--- src/hdl/sys_timers_params.svh ---
`ifndef SYS_TIMERS_PARAMS_SVH
`define SYS_TIMERS_PARAMS_SVH

// ============================================================
// Register addresses
`define ADR_T4_LOW    16'h00ac
`define ADR_T4_HIGH   16'h00ad
`define ADR_T3_LOW    16'h00ae
`define ADR_T3_HIGH   16'h00af
`define ADR_T2_CTRL   16'h00c8
`define ADR_T2_DIV    16'h00c9
`define ADR_T2_RLD_LO 16'h00ca
`define ADR_T2_RLD_HI 16'h00cb
`define ADR_T2_LOW    16'h00cc
`define ADR_T2_HIGH   16'h00cd
`define ADR_T34_CTRL  16'h00cf
`define ADR_T5_CTRL   16'ha003
`define ADR_T5_LOW    16'ha004
`define ADR_T5_MID    16'ha005
`define ADR_T5_TOP    16'ha006

// ============================================================
// Field positions
`define T2_TF    7
`define T2_EXF   6
`define T2_RCLK  5
`define T2_SERIAL_TX_CLOCK_SELECT  4
`define T2_EXEN  3
`define T2_TR    2
`define T2_CT    1
`define T2_CPRL  0
`define T2_DIVB  0
`define T34_TF   3
`define T34_TM   2
`define T34_TR   1
`define T34_IEN  0
`define T34_T4   4
`define T5_TF    7
`define T5_SELH  6
`define T5_TM    4
`define T5_TR    3
`define T5_IEN   0
`define T5_MASK  8'hf9

// ============================================================
// Reset values and timing counts
`define RST_BYTE   8'h00
`define RST_CNT16  16'h0000
`define RST_CNT24  24'h00_0000
`define T2_DIV_SLOW 4'hc
`define T2_DIV_FAST 4'h4

`endif

--- src/hdl/sys_timers_pkg.sv ---
package sys_timers_pkg;

    typedef logic [7:0] byte_t;

    typedef enum logic [1:0] {
        T2_STOPPED,
        T2_RELOAD,
        T2_CAPTURE,
        T2_BAUD
    } t2_mode_e;

endpackage : sys_timers_pkg

--- src/hdl/sys_timers.sv ---
// Notes on behaviour
// - Timer 2 trigger events ignored while trigger enable is clear.
// - Reload mode: 16-bit count, overflow sets flag and reloads.
// - Capture mode: overflow sets flag; trigger fall captures count.
// - Either serial clock select forces baud mode with reload on overflow.
// - Timer 2 overflow flag not set in baud mode; software clears it.
// - Receive clock from timer 2 overflow when 1, timer 1 when 0.
// - Transmit clock from timer 2 overflow when 1, timer 1 when 0.
// - Edge flag set on trigger fall when enabled; software clears it.
// - Counter select 1 counts event pin, 0 counts internal clock.
// - Timers 3 and 4 are 16-bit, free-run or auto-reload by mode.
// - Timers 3 and 4 count only while their run bit is set.
// - Timers 3 and 4 overflow set sticky flags cleared by software.
// - Per-timer enable gates timers 3, 4, 5 interrupt requests.
// - Timer 3/4 byte writes hit reload or counter by mode.
// - Count reads return the live counter; read high byte first.
// - Timer 5 is 24-bit, free-run or auto-reload by mode.
// - Timer 5 select 00/01 fast oscillator, 10/11 slow oscillator.
// - Timer 5 counts rising edges of its oscillator, sampled on the core clock.
// - Timer 5 counts only when running; overflow sets sticky flag.
// - Timer 5 byte writes hit reload or counter by mode.
// - Internal timer 2 ticks every 12 clocks, or 4 with divider set.
// - Event pin sampled each clock; count on each falling edge.
`timescale 1ns/1ps
`include "sys_timers_params.svh"

module sys_timers #(
    parameter int ADDR_W = 16
) (
    input  wire logic                  core_clk_i,
    input  wire logic                  rstn_i,
    input  wire logic [ADDR_W-1:0]     addr_i,
    input  wire sys_timers_pkg::byte_t wdata_i,
    input  wire logic                  wr_i,
    input  wire logic                  rd_i,
    output sys_timers_pkg::byte_t      rdata_o,
    input  wire logic                  timer2_event_pin_i,
    input  wire logic                  timer2_trigger_input_i,
    input  wire logic                  fast_osc_i,
    input  wire logic                  slow_osc_i,
    input  wire logic                  timer1_ovf_i,
    output logic                       serial_rx_clk_o,
    output logic                       serial_tx_clk_o,
    output logic                       timer2_ovf_o,
    output logic                       timer2_irq_o,
    output logic                       timer3_irq_o,
    output logic                       timer4_irq_o,
    output logic                       timer5_irq_o
);
    import sys_timers_pkg::*;

    // ============================================================
    // Helpers
    function automatic logic [23:0] next_count(
        input logic [23:0] cnt,
        input logic [23:0] rld,
        input logic        reload,
        input logic [23:0] top
    );
        if (cnt == top) begin
            next_count = reload ? rld : `RST_CNT24;
        end else begin
            next_count = cnt + 24'h00_0001;
        end
    endfunction : next_count

    // ============================================================
    // Input synchronisers: event, trigger, fast osc, slow osc
    logic [3:0] sync1_reg;
    logic [3:0] sync2_reg;
    logic [3:0] sync3_reg;

    always_ff @(posedge core_clk_i or negedge rstn_i) begin
        if (!rstn_i) begin
            sync1_reg <= 4'h0;
            sync2_reg <= 4'h0;
            sync3_reg <= 4'h0;
        end else begin
            sync1_reg <= {slow_osc_i, fast_osc_i,
                          timer2_trigger_input_i, timer2_event_pin_i};
            sync2_reg <= sync1_reg;
            sync3_reg <= sync2_reg;
        end
    end

    logic ev_fall;
    logic trig_fall;
    logic fast_rise;
    logic slow_rise;
    assign ev_fall   = sync3_reg[0] & ~sync2_reg[0];
    assign trig_fall = sync3_reg[1] & ~sync2_reg[1];
    assign fast_rise = sync2_reg[2] & ~sync3_reg[2];
    assign slow_rise = sync2_reg[3] & ~sync3_reg[3];

    // ============================================================
    // Write decode
    logic wr_t2_ctrl;
    logic wr_t2_div;
    logic wr_t2_lo;
    logic wr_t2_hi;
    logic wr_t2_rlo;
    logic wr_t2_rhi;
    logic wr_t34_ctrl;
    logic wr_t5_ctrl;
    logic wr_t5_lo;
    logic wr_t5_mid;
    logic wr_t5_top;
    assign wr_t2_ctrl  = wr_i && addr_i == `ADR_T2_CTRL;
    assign wr_t2_div   = wr_i && addr_i == `ADR_T2_DIV;
    assign wr_t2_lo    = wr_i && addr_i == `ADR_T2_LOW;
    assign wr_t2_hi    = wr_i && addr_i == `ADR_T2_HIGH;
    assign wr_t2_rlo   = wr_i && addr_i == `ADR_T2_RLD_LO;
    assign wr_t2_rhi   = wr_i && addr_i == `ADR_T2_RLD_HI;
    assign wr_t34_ctrl = wr_i && addr_i == `ADR_T34_CTRL;
    assign wr_t5_ctrl  = wr_i && addr_i == `ADR_T5_CTRL;
    assign wr_t5_lo    = wr_i && addr_i == `ADR_T5_LOW;
    assign wr_t5_mid   = wr_i && addr_i == `ADR_T5_MID;
    assign wr_t5_top   = wr_i && addr_i == `ADR_T5_TOP;

    // ============================================================
    // Timer 2
    logic [7:0]  t2_ctrl_reg;
    logic        t2_div_reg;
    logic [3:0]  t2_pre_reg;
    logic [15:0] t2_cnt_reg;
    logic [15:0] t2_rld_reg;
    t2_mode_e    t2_mode;
    logic        t2_run;
    logic        t2_exen;
    logic        t2_baud;
    logic        pre_tick;
    logic        t2_tick;
    logic        t2_wrap;
    logic        t2_trig;

    assign t2_run  = t2_ctrl_reg[`T2_TR];
    assign t2_exen = t2_ctrl_reg[`T2_EXEN];
    assign t2_baud = t2_ctrl_reg[`T2_RCLK] | t2_ctrl_reg[`T2_SERIAL_TX_CLOCK_SELECT];

    always_comb begin
        if (!t2_run) begin
            t2_mode = T2_STOPPED;
        end else if (t2_baud) begin
            t2_mode = T2_BAUD;
        end else if (t2_ctrl_reg[`T2_CPRL]) begin
            t2_mode = T2_CAPTURE;
        end else begin
            t2_mode = T2_RELOAD;
        end
    end

    // Prescaler, restarts whenever internal timing is not in use
    always_ff @(posedge core_clk_i or negedge rstn_i) begin
        if (!rstn_i) begin
            t2_pre_reg <= 4'h0;
        end else if (!t2_run || t2_ctrl_reg[`T2_CT] || pre_tick) begin
            t2_pre_reg <= 4'h0;
        end else begin
            t2_pre_reg <= t2_pre_reg + 4'h1;
        end
    end

    assign pre_tick = t2_pre_reg >= ((t2_div_reg ? `T2_DIV_FAST
                                                 : `T2_DIV_SLOW) - 4'h1);
    assign t2_tick  = t2_run && (t2_ctrl_reg[`T2_CT] ? ev_fall
                                                     : pre_tick);
    assign t2_wrap  = t2_tick && t2_cnt_reg == 16'hffff;
    assign t2_trig  = trig_fall && t2_exen;

    always_ff @(posedge core_clk_i or negedge rstn_i) begin
        if (!rstn_i) begin
            t2_cnt_reg <= `RST_CNT16;
        end else if (wr_t2_lo) begin
            t2_cnt_reg[7:0] <= wdata_i;
        end else if (wr_t2_hi) begin
            t2_cnt_reg[15:8] <= wdata_i;
        end else if (t2_wrap && t2_mode != T2_CAPTURE) begin
            t2_cnt_reg <= t2_rld_reg;
        end else if (t2_trig && t2_mode == T2_RELOAD) begin
            t2_cnt_reg <= t2_rld_reg;
        end else if (t2_tick) begin
            t2_cnt_reg <= t2_cnt_reg + 16'h0001;
        end
    end

    always_ff @(posedge core_clk_i or negedge rstn_i) begin
        if (!rstn_i) begin
            t2_rld_reg <= `RST_CNT16;
        end else if (wr_t2_rlo) begin
            t2_rld_reg[7:0] <= wdata_i;
        end else if (wr_t2_rhi) begin
            t2_rld_reg[15:8] <= wdata_i;
        end else if (t2_trig && t2_mode == T2_CAPTURE) begin
            t2_rld_reg <= t2_cnt_reg;
        end
    end

    always_ff @(posedge core_clk_i or negedge rstn_i) begin
        if (!rstn_i) begin
            t2_div_reg <= 1'b0;
        end else if (wr_t2_div) begin
            t2_div_reg <= wdata_i[`T2_DIVB];
        end
    end

    // Hardware set wins over a same-cycle software clear
    always_ff @(posedge core_clk_i or negedge rstn_i) begin
        if (!rstn_i) begin
            t2_ctrl_reg <= `RST_BYTE;
        end else begin
            if (wr_t2_ctrl) begin
                t2_ctrl_reg <= wdata_i;
            end
            if (t2_wrap && !t2_baud) begin
                t2_ctrl_reg[`T2_TF] <= 1'b1;
            end
            if (t2_trig) begin
                t2_ctrl_reg[`T2_EXF] <= 1'b1;
            end
        end
    end

    // ============================================================
    // Timers 3 and 4
    logic [7:0]  t34_ctrl_reg;
    logic [15:0] t34_cnt_reg [2];
    logic [15:0] t34_rld_reg [2];
    logic [1:0]  t34_wrap;

    for (genvar i = 0; i < 2; i++) begin : g_t34
        localparam int B = `T34_T4 * i;
        localparam logic [15:0] A_LO = (i == 0) ? `ADR_T3_LOW
                                                : `ADR_T4_LOW;
        localparam logic [15:0] A_HI = (i == 0) ? `ADR_T3_HIGH
                                                : `ADR_T4_HIGH;
        logic        run;
        logic        reload;
        logic        wr_lo;
        logic        wr_hi;
        logic [23:0] nxt;

        assign run    = t34_ctrl_reg[B + `T34_TR];
        assign reload = t34_ctrl_reg[B + `T34_TM];
        assign wr_lo  = wr_i && addr_i == A_LO;
        assign wr_hi  = wr_i && addr_i == A_HI;
        assign nxt    = next_count({8'h00, t34_cnt_reg[i]},
                                   {8'h00, t34_rld_reg[i]},
                                   reload, 24'h00_ffff);
        assign t34_wrap[i] = run && t34_cnt_reg[i] == 16'hffff;

        always_ff @(posedge core_clk_i or negedge rstn_i) begin
            if (!rstn_i) begin
                t34_cnt_reg[i] <= `RST_CNT16;
            end else if (wr_lo && !reload) begin
                t34_cnt_reg[i][7:0] <= wdata_i;
            end else if (wr_hi && !reload) begin
                t34_cnt_reg[i][15:8] <= wdata_i;
            end else if (run) begin
                t34_cnt_reg[i] <= nxt[15:0];
            end
        end

        always_ff @(posedge core_clk_i or negedge rstn_i) begin
            if (!rstn_i) begin
                t34_rld_reg[i] <= `RST_CNT16;
            end else if (wr_lo && reload) begin
                t34_rld_reg[i][7:0] <= wdata_i;
            end else if (wr_hi && reload) begin
                t34_rld_reg[i][15:8] <= wdata_i;
            end
        end
    end

    always_ff @(posedge core_clk_i or negedge rstn_i) begin
        if (!rstn_i) begin
            t34_ctrl_reg <= `RST_BYTE;
        end else begin
            if (wr_t34_ctrl) begin
                t34_ctrl_reg <= wdata_i;
            end
            if (t34_wrap[0]) begin
                t34_ctrl_reg[`T34_TF] <= 1'b1;
            end
            if (t34_wrap[1]) begin
                t34_ctrl_reg[`T34_T4 + `T34_TF] <= 1'b1;
            end
        end
    end

    // ============================================================
    // Timer 5, stepped by edges of the selected oscillator
    logic [7:0]  t5_ctrl_reg;
    logic [23:0] t5_cnt_reg;
    logic [23:0] t5_rld_reg;
    logic        t5_run;
    logic        t5_reload;
    logic        t5_tick;
    logic        t5_wrap;
    logic        t5_cnt_wr;

    assign t5_run    = t5_ctrl_reg[`T5_TR];
    assign t5_reload = t5_ctrl_reg[`T5_TM];
    assign t5_tick   = t5_run && (t5_ctrl_reg[`T5_SELH] ? slow_rise
                                                        : fast_rise);
    assign t5_wrap   = t5_tick && t5_cnt_reg == 24'hff_ffff;
    assign t5_cnt_wr = wr_t5_lo || wr_t5_mid || wr_t5_top;

    always_ff @(posedge core_clk_i or negedge rstn_i) begin
        if (!rstn_i) begin
            t5_cnt_reg <= `RST_CNT24;
        end else if (t5_cnt_wr && !t5_reload) begin
            if (wr_t5_lo) begin
                t5_cnt_reg[7:0] <= wdata_i;
            end
            if (wr_t5_mid) begin
                t5_cnt_reg[15:8] <= wdata_i;
            end
            if (wr_t5_top) begin
                t5_cnt_reg[23:16] <= wdata_i;
            end
        end else if (t5_tick) begin
            t5_cnt_reg <= next_count(t5_cnt_reg, t5_rld_reg, t5_reload,
                                     24'hff_ffff);
        end
    end

    always_ff @(posedge core_clk_i or negedge rstn_i) begin
        if (!rstn_i) begin
            t5_rld_reg <= `RST_CNT24;
        end else if (t5_reload) begin
            if (wr_t5_lo) begin
                t5_rld_reg[7:0] <= wdata_i;
            end
            if (wr_t5_mid) begin
                t5_rld_reg[15:8] <= wdata_i;
            end
            if (wr_t5_top) begin
                t5_rld_reg[23:16] <= wdata_i;
            end
        end
    end

    always_ff @(posedge core_clk_i or negedge rstn_i) begin
        if (!rstn_i) begin
            t5_ctrl_reg <= `RST_BYTE;
        end else begin
            if (wr_t5_ctrl) begin
                t5_ctrl_reg <= wdata_i & `T5_MASK;
            end
            if (t5_wrap) begin
                t5_ctrl_reg[`T5_TF] <= 1'b1;
            end
        end
    end

    // ============================================================
    // Read port, live values, no snapshot
    byte_t rd_val;

    always_comb begin
        unique case (addr_i)
            `ADR_T2_CTRL:   rd_val = t2_ctrl_reg;
            `ADR_T2_DIV:    rd_val = {7'h00, t2_div_reg};
            `ADR_T2_RLD_LO: rd_val = t2_rld_reg[7:0];
            `ADR_T2_RLD_HI: rd_val = t2_rld_reg[15:8];
            `ADR_T2_LOW:    rd_val = t2_cnt_reg[7:0];
            `ADR_T2_HIGH:   rd_val = t2_cnt_reg[15:8];
            `ADR_T34_CTRL:  rd_val = t34_ctrl_reg;
            `ADR_T3_LOW:    rd_val = t34_cnt_reg[0][7:0];
            `ADR_T3_HIGH:   rd_val = t34_cnt_reg[0][15:8];
            `ADR_T4_LOW:    rd_val = t34_cnt_reg[1][7:0];
            `ADR_T4_HIGH:   rd_val = t34_cnt_reg[1][15:8];
            `ADR_T5_CTRL:   rd_val = t5_ctrl_reg;
            `ADR_T5_LOW:    rd_val = t5_cnt_reg[7:0];
            `ADR_T5_MID:    rd_val = t5_cnt_reg[15:8];
            `ADR_T5_TOP:    rd_val = t5_cnt_reg[23:16];
            default:        rd_val = `RST_BYTE;
        endcase
    end

    always_ff @(posedge core_clk_i or negedge rstn_i) begin
        if (!rstn_i) begin
            rdata_o <= `RST_BYTE;
        end else begin
            rdata_o <= rd_i ? rd_val : `RST_BYTE;
        end
    end

    // ============================================================
    // Serial clocks and interrupt requests
    always_ff @(posedge core_clk_i or negedge rstn_i) begin
        if (!rstn_i) begin
            serial_rx_clk_o <= 1'b0;
            serial_tx_clk_o <= 1'b0;
            timer2_ovf_o    <= 1'b0;
        end else begin
            serial_rx_clk_o <= t2_ctrl_reg[`T2_RCLK] ? t2_wrap
                                                     : timer1_ovf_i;
            serial_tx_clk_o <= t2_ctrl_reg[`T2_SERIAL_TX_CLOCK_SELECT] ? t2_wrap
                                                     : timer1_ovf_i;
            timer2_ovf_o    <= t2_wrap;
        end
    end

    always_ff @(posedge core_clk_i or negedge rstn_i) begin
        if (!rstn_i) begin
            timer2_irq_o <= 1'b0;
            timer3_irq_o <= 1'b0;
            timer4_irq_o <= 1'b0;
            timer5_irq_o <= 1'b0;
        end else begin
            timer2_irq_o <= t2_ctrl_reg[`T2_TF] | t2_ctrl_reg[`T2_EXF];
            timer3_irq_o <= t34_ctrl_reg[`T34_TF]
                          & t34_ctrl_reg[`T34_IEN];
            timer4_irq_o <= t34_ctrl_reg[`T34_T4 + `T34_TF]
                          & t34_ctrl_reg[`T34_T4 + `T34_IEN];
            timer5_irq_o <= t5_ctrl_reg[`T5_TF] & t5_ctrl_reg[`T5_IEN];
        end
    end

    logic t2_cnt_wr;
    assign t2_cnt_wr = wr_t2_lo || wr_t2_hi;
endmodule : sys_timers

--- config.mk ---
export PLATFORM = sky130hd
export DESIGN_NAME = sys_timers
export DESIGN_NICKNAME = d
export VERILOG_FILES = /design/src/hdl/sys_timers_pkg.sv /design/src/hdl/sys_timers.sv
export VERILOG_INCLUDE_DIRS = /design/src /design/src/hdl
export SDC_FILE = /design/constraint.sdc
export NUM_CORES = 1
export LEC_CHECK = 0
export BUFFER_PORTS_ARGS = -buffer_cell sky130_fd_sc_hd__buf_2
export CAP_MARGIN = 10
export CORE_MARGIN = 2
export CORE_UTILIZATION = 45
export CTS_CLUSTER_DIAMETER = 80
export DETAILED_ROUTE_END_ITERATION = 7
export PLACE_DENSITY_LB_ADDON = 0.08
export SKIP_CTS_REPAIR_TIMING = 1
export SYNTH_ARGS = -nofsm -noshare
export SYNTH_HDL_FRONTEND = slang
export SYNTH_SLANG_ARGS = --single-unit
--- constraint.sdc ---
create_clock -name core_clk_i -period 3.4 [get_ports core_clk_i]
set_clock_uncertainty 0.1 [all_clocks]
set_input_delay 0.17 -clock core_clk_i [delete_from_list [all_inputs] [get_ports core_clk_i]]
set_output_delay 0.17 -clock core_clk_i [all_outputs]
set_load 0.02 [all_outputs]
======== After elaboration in Yosys (flattened, before gate mapping) ========
Cells that the tools add are included.
storage, ports and cells
  output and inout port bits .............. 15
  bits of input ports ..................... 33
  word-level logic and storage cells ...... 216
  bits in registers ....................... 198
cells by class
  equal/unequal tests ..................... 29
  reduce and logical (&&, ||, !) cells .... 74
  $lt $le $gt $ge ......................... 1
  muxes and demuxes ....................... 48
  bitwise logic cells ..................... 19
  add/sub/neg operators ................... 6
operators by type and width
  cell                                                                 count
  16-bit by 8-bit == test with 1-bit output (second input constant)    11
  16-bit 2-to-1 mux                                                    10
  8-bit 2-to-1 mux                                                     19
  8-bit one-hot mux with 15 select lines                               1
  16-bit == test (second input constant)                               7
  24-bit 2-to-1 mux                                                    4
  16-bit by 1-bit adder with 16-bit output (second input constant)     3
  1-bit logical AND                                                    35
  2-bit AND reduction                                                  16
  24-bit by 1-bit adder with 24-bit output (second input constant)     1
  24-bit == test (second input constant)                               1
  2-bit nonzero test                                                   12
  2-bit != test (second input constant)                                8
  1-bit NOT                                                            10
  1-bit 2-to-1 mux                                                     9
  4-bit 2-to-1 mux                                                     2
  4-bit nonzero test                                                   2
  1-bit AND                                                            7
  2-bit 2-to-1 mux                                                     3
  1-bit logical NOT                                                    5
  4-bit by 1-bit adder with 4-bit output (second input constant)       1
  4-bit >= comparator                                                  1
  1-bit logical OR                                                     4
  4-bit by 1-bit subtractor with 4-bit output (second input constant)  1
  other kinds (3)                                                      4

======== Logic depth before layout (Yosys ltp) ========
  depth in word-level cells ............... 10
  depth in mapped cells ................... 10
  depth with buffers taken out ............ 8

======== Worst setup path after synthesis ========
Ideal clock, no wire load.
  kind .................................... reg-to-reg
  start ................................... register t2_pre_reg[3]
  end ..................................... register t2_cnt_reg[8]
  setup time .............................. 128 ps
  arrival ................................. 2200 ps
  cell stages (with the launch flop) ...... 11
  clock period less this slack ............ 2428 ps
  path buffers ............................ 2
  setup slack ............................. 972 ps
  required time ........................... 3172 ps
  cell sequence ........................... dfrtp_1 > ha_1 > o21ai_0 > a221oi_1 > nand3_1 > inv_1 > o21ai_0 > buf_2 > clkbuf_1 > o221ai_1 > a21oi_1
between the ends
  word-level cells in the longest chain between the ends .. 7
  elaborated cells on any way between the ends .. 9
  classes of those cells .................. order compare (1); mux (3); reduce/logical (5)
RTL lines
  what                                                               line               text
  from (decl)                                                        sys_timers.sv:124  logic [3:0] t2_pre_reg;
  from (signal assigned)                                             sys_timers.sv:159  t2_pre_reg <= t2_pre_reg + 4'h1;
  4-bit >= comparator (*)                                            sys_timers.sv:163  assign pre_tick = t2_pre_reg >= ((t2_div_reg ? `T2_DIV_FAST
  1-bit 2-to-1 mux (*)                                               sys_timers.sv:165  assign t2_tick = t2_run && (t2_ctrl_reg[`T2_CT] ? ev_fall
  1-bit logical AND (*)                                              sys_timers.sv:165
  1-bit logical AND (*)                                              sys_timers.sv:167  assign t2_wrap = t2_tick && t2_cnt_reg == 16'hffff;
  net t2_wrap                                                        sys_timers.sv:133  logic t2_wrap;
  1-bit logical AND (*)                                              sys_timers.sv:177  end else if (t2_wrap && t2_mode != T2_CAPTURE) begin
  4-bit nonzero test (no line) or 16-bit 2-to-1 mux (tied branches)  n/a
  2-bit AND reduction (no line) or 8-bit 2-to-1 mux (tied branches)  n/a
  to (signal assigned)                                               sys_timers.sv:176  t2_cnt_reg[15:8] <= wdata_i;
  to (signal assigned)                                               sys_timers.sv:178  t2_cnt_reg <= t2_rld_reg;
  to (signal assigned)                                               sys_timers.sv:180  t2_cnt_reg <= t2_rld_reg;
  to (decl)                                                          sys_timers.sv:125  logic [15:0] t2_cnt_reg;
The timed path passes the listed nets; every way through them passes the cells marked *.
A chain may end at the register's enable or synchronous reset.

======== Worst setup path in the final report ========
  start ................................... register t2_pre_reg[0]
  end ..................................... register t2_cnt_reg[7]
between the ends
  word-level cells in the longest chain between the ends .. 8
  elaborated cells on any way between the ends .. 10
  classes of those cells .................. order compare (1); mux (4); reduce/logical (5)
RTL lines
  what                     line               text
  4-bit >= comparator (*)  sys_timers.sv:163
  1-bit 2-to-1 mux (*)     sys_timers.sv:165
  1-bit logical AND (*)    sys_timers.sv:165
  1-bit logical AND (*)    sys_timers.sv:167
  net t2_wrap              sys_timers.sv:133
  1-bit logical AND (*)    sys_timers.sv:177
  16-bit 2-to-1 mux        sys_timers.sv:177
  8-bit 2-to-1 mux         sys_timers.sv:175  end else if (wr_t2_hi) begin
  8-bit 2-to-1 mux         sys_timers.sv:173  end else if (wr_t2_lo) begin
  to (signal assigned)     sys_timers.sv:172  t2_cnt_reg <= `RST_CNT16;
  to (signal assigned)     sys_timers.sv:174  t2_cnt_reg[7:0] <= wdata_i;
  to (signal assigned)     sys_timers.sv:178
The timed path passes the listed nets; every way through them passes the cells marked *. The select of a mux whose other input is x is not followed.

==> results.cfg <==
[sta]
setup-violations-final = 0
rsz0062_at_grt = false
finalMaxSlewViolations = 0
slew_headroom_pct = 33.5
period_share_pct = 82.5
hold_violations = 0
timing.final.crit_period_ps = 2810
tightest_slew_ps = 994
clock.fmax_ghz = 0.356
setup_tns_ps = 0

[synth]
synth_edf_count = 0
synthFlopType = dfrtp_1
synthDistinctLibCells = 77
syn-mean-instance-area_um2 = 9.46
async_flop_share_pct = 100
ys_seq_area_share_pct = 43.3
synth-seq-cells = 198
synth_nets = 1250
synthDominantCellAreaShare_pct = 43.3
ys_warn_count = 0
yosys.area.top_type = dfrtp_1
yosys-top-cells-area = dfrtp_1 43%, mux2_2 8.7%, nand2_1 4.0%, a21oi_1 3.9%, mux2i_1 3.1%
syn-cell-area_um2 = 11500
netlist_instances = 1211

[pwr]
p_per_area_nw_per_um2 = 397
leakagePower_nw = 5.50
ir_drop_v = 0.000297

[global_routing]
antenna_found_initial = 1
grt_pass1_wl_um = 59200
grt_overflow = 0
grt_use_total_pct = 29.3
grt_max_degree = 93
grt_pass1_vias = 9728

[cells_and_area]
fin_nets = 1303
area_growth_syn_to_layout_pct = 12.4
fin_util_pct = 51.3
drive_gt1_share_pct = 20.3

[flow_run]
max-cap-violations = 0

[die]
initial_core_util_pct = 45.6
die_h_um = 164
die-width_um = 164
io_pins = 48
rows = 58
fp.coreArea_um2 = 25100
die-area_um2 = 26700

[hold_path]
worst_hold_path_type = input port to register
hold_depth = 3

[worst_setup_path]
worstSetupPathDepth = 10
path_buf_inv = 3
worstPathArrival_ps = 3030
path_max_fanout = 11
critPathTopFamily = compound AO/OA/AOI/OAI gates
max_stage_delay_ps = 580
worstPathRequired_ps = 3620
r2r_cells = 10
crit_path_start_kind = register
cp-end-kind = register
worstSetupPathType = register to register
slowest_stage = o21ai_1
crit_chain = ha_1, o21ai_0, a221oi_1, buf_4, nand3_1, inv_1, o21ai_1, buf_4, mux2i_1, o21ai_0
r2r_slack_ps = 590

[status]
status = finished, violations left
violations = DRC

[place]
numPortBuffers = 47
gp_congestion = 0.941
dpl.hpwl_um = 26900

[cts]
cts-root-buf = clkbuf_16
cts_tree = built
cts_buffers = 17
htree_levels = 4
clk_latency_ps = 450
cts_max_path_buffers = 2
clk_pin_slew_worst_paths_ps = 80
cts_sinks = 198

[detailed_routing]
postRouteWirelength_um = 38400
route.detailed.drc = 1
dr_total_vias = 10237
ant_nets = 0
firstDrtPassIters = 8
vias_per_cell = 6.37
wire_per_inst_um = 23.9
drtIter0Drc = 1178
-- cells in the final DEF, fill, tap and decap left out, types with 9 or more instances in the layout --
cell and count:
nor4_2 10, inv_1 11, buf_2 46, a31oi_1 31
o31ai_1 14, dfrtp_1 198, and3_1 34, and2_1 9
clkbuf_16 17, nand3_1 69, nor3_1 19, xor2_1 13
mux2_2 88, a211oi_1 11, o211ai_1 10, xnor2_1 15
a21oi_1 90, mux2i_1 35, nor4_1 10, nand2_1 122
nor2_1 80, buf_4 55, nand4_1 27, o21ai_0 66
a22oi_1 22
-- worst paths after layout --
kind / to / start
max reg2reg: t2_cnt_reg[7] / t2_pre_reg[0]
max in group asynchronous: rdata_o[6] / rstn_i
min reg2reg: sync2_reg[0] / sync1_reg[0]
max: t2_cnt_reg[7] / t2_pre_reg[0]
min in group asynchronous: sync2_reg[0] / rstn_i
min: t34_ctrl_reg[1] / wdata_i[1]
-- worst register-to-register path, cell delays in order, from the launching register on --
cell,delay [ps]
dfrtp_1,400
ha_1,230
o21ai_0,250
a221oi_1,130
buf_4,170
nand3_1,90
inv_1,100
o21ai_1,580
buf_4,330
mux2i_1,200
o21ai_0,100
-- cell usage after synthesis (14+ instances only) --
master and n:
buf_2 15, nor3_1 19, a31oi_1 31, mux2_2 88, nand2_1 122, nand4_1 27, clkbuf_1 48, o21ai_0 67
nand3_1 69, o31ai_1 14, dfrtp_1 198, xnor2_1 15, mux2i_1 35, a21oi_1 90, a22oi_1 22, and3_1 34
nor2_1 80
-- per-layer routing --
metal  GRT usage (%)  routed length, µm  part of all wire [%]
met4            9.97               1120                   2.9
met3            4.88               2710                   7.1
met1            43.2              17800                    46
met5               0                  0                     0
met2            43.6              16800                    44
-- layout make-up --
type,count,area [µm²]
clock buffers,18,429
fillers,2380,12200
well taps,330,413
clock inverters,14,136
inverters,11,41.3
repair buffers,109,737
flip-flops and latches,198,4950
diodes,1,2.50
multi-input cells,927,6160
-- report_power, final --
group	leakage, nW	switching [W]	internal (W)
Sequential	2.50	0.000199	0.00244
Clock	0.277	0.00103	0.000975
Combinational	2.73	0.000286	0.000175
-- cells by family (layout without fill, tap and decap cells) --
logic type      count (synthesis)  in the layout  synth area share, %
other cells                     0              1                    0
fa+ha+maj                       6              6                0.655
mux                           124            124                 11.9
flops                         198            198                 43.3
xor+xnor                       28             28                 2.14
buf+inv                        86            152                 3.08
compound gates                332            332                 18.8
simple gates                  437            437                 20.2
-- metrics by stage --
stage	hold slack [ps]	power [W]	setup WS, ps	instance area, µm²	cells
2_1_floorplan	-226	0.00287	972	11500	1211
3_3_place_gp	179	0.00312	614	12300	1569
3_5_place_dp	181	0.00313	566	12300	1569
4_1_cts	-280	0.00512	631	12800	1601
5_1_grt	126	0.00529	369	12900	1608
6_report	101	0.00511	595	12900	1608
Power figures use the tool's default switching activity.
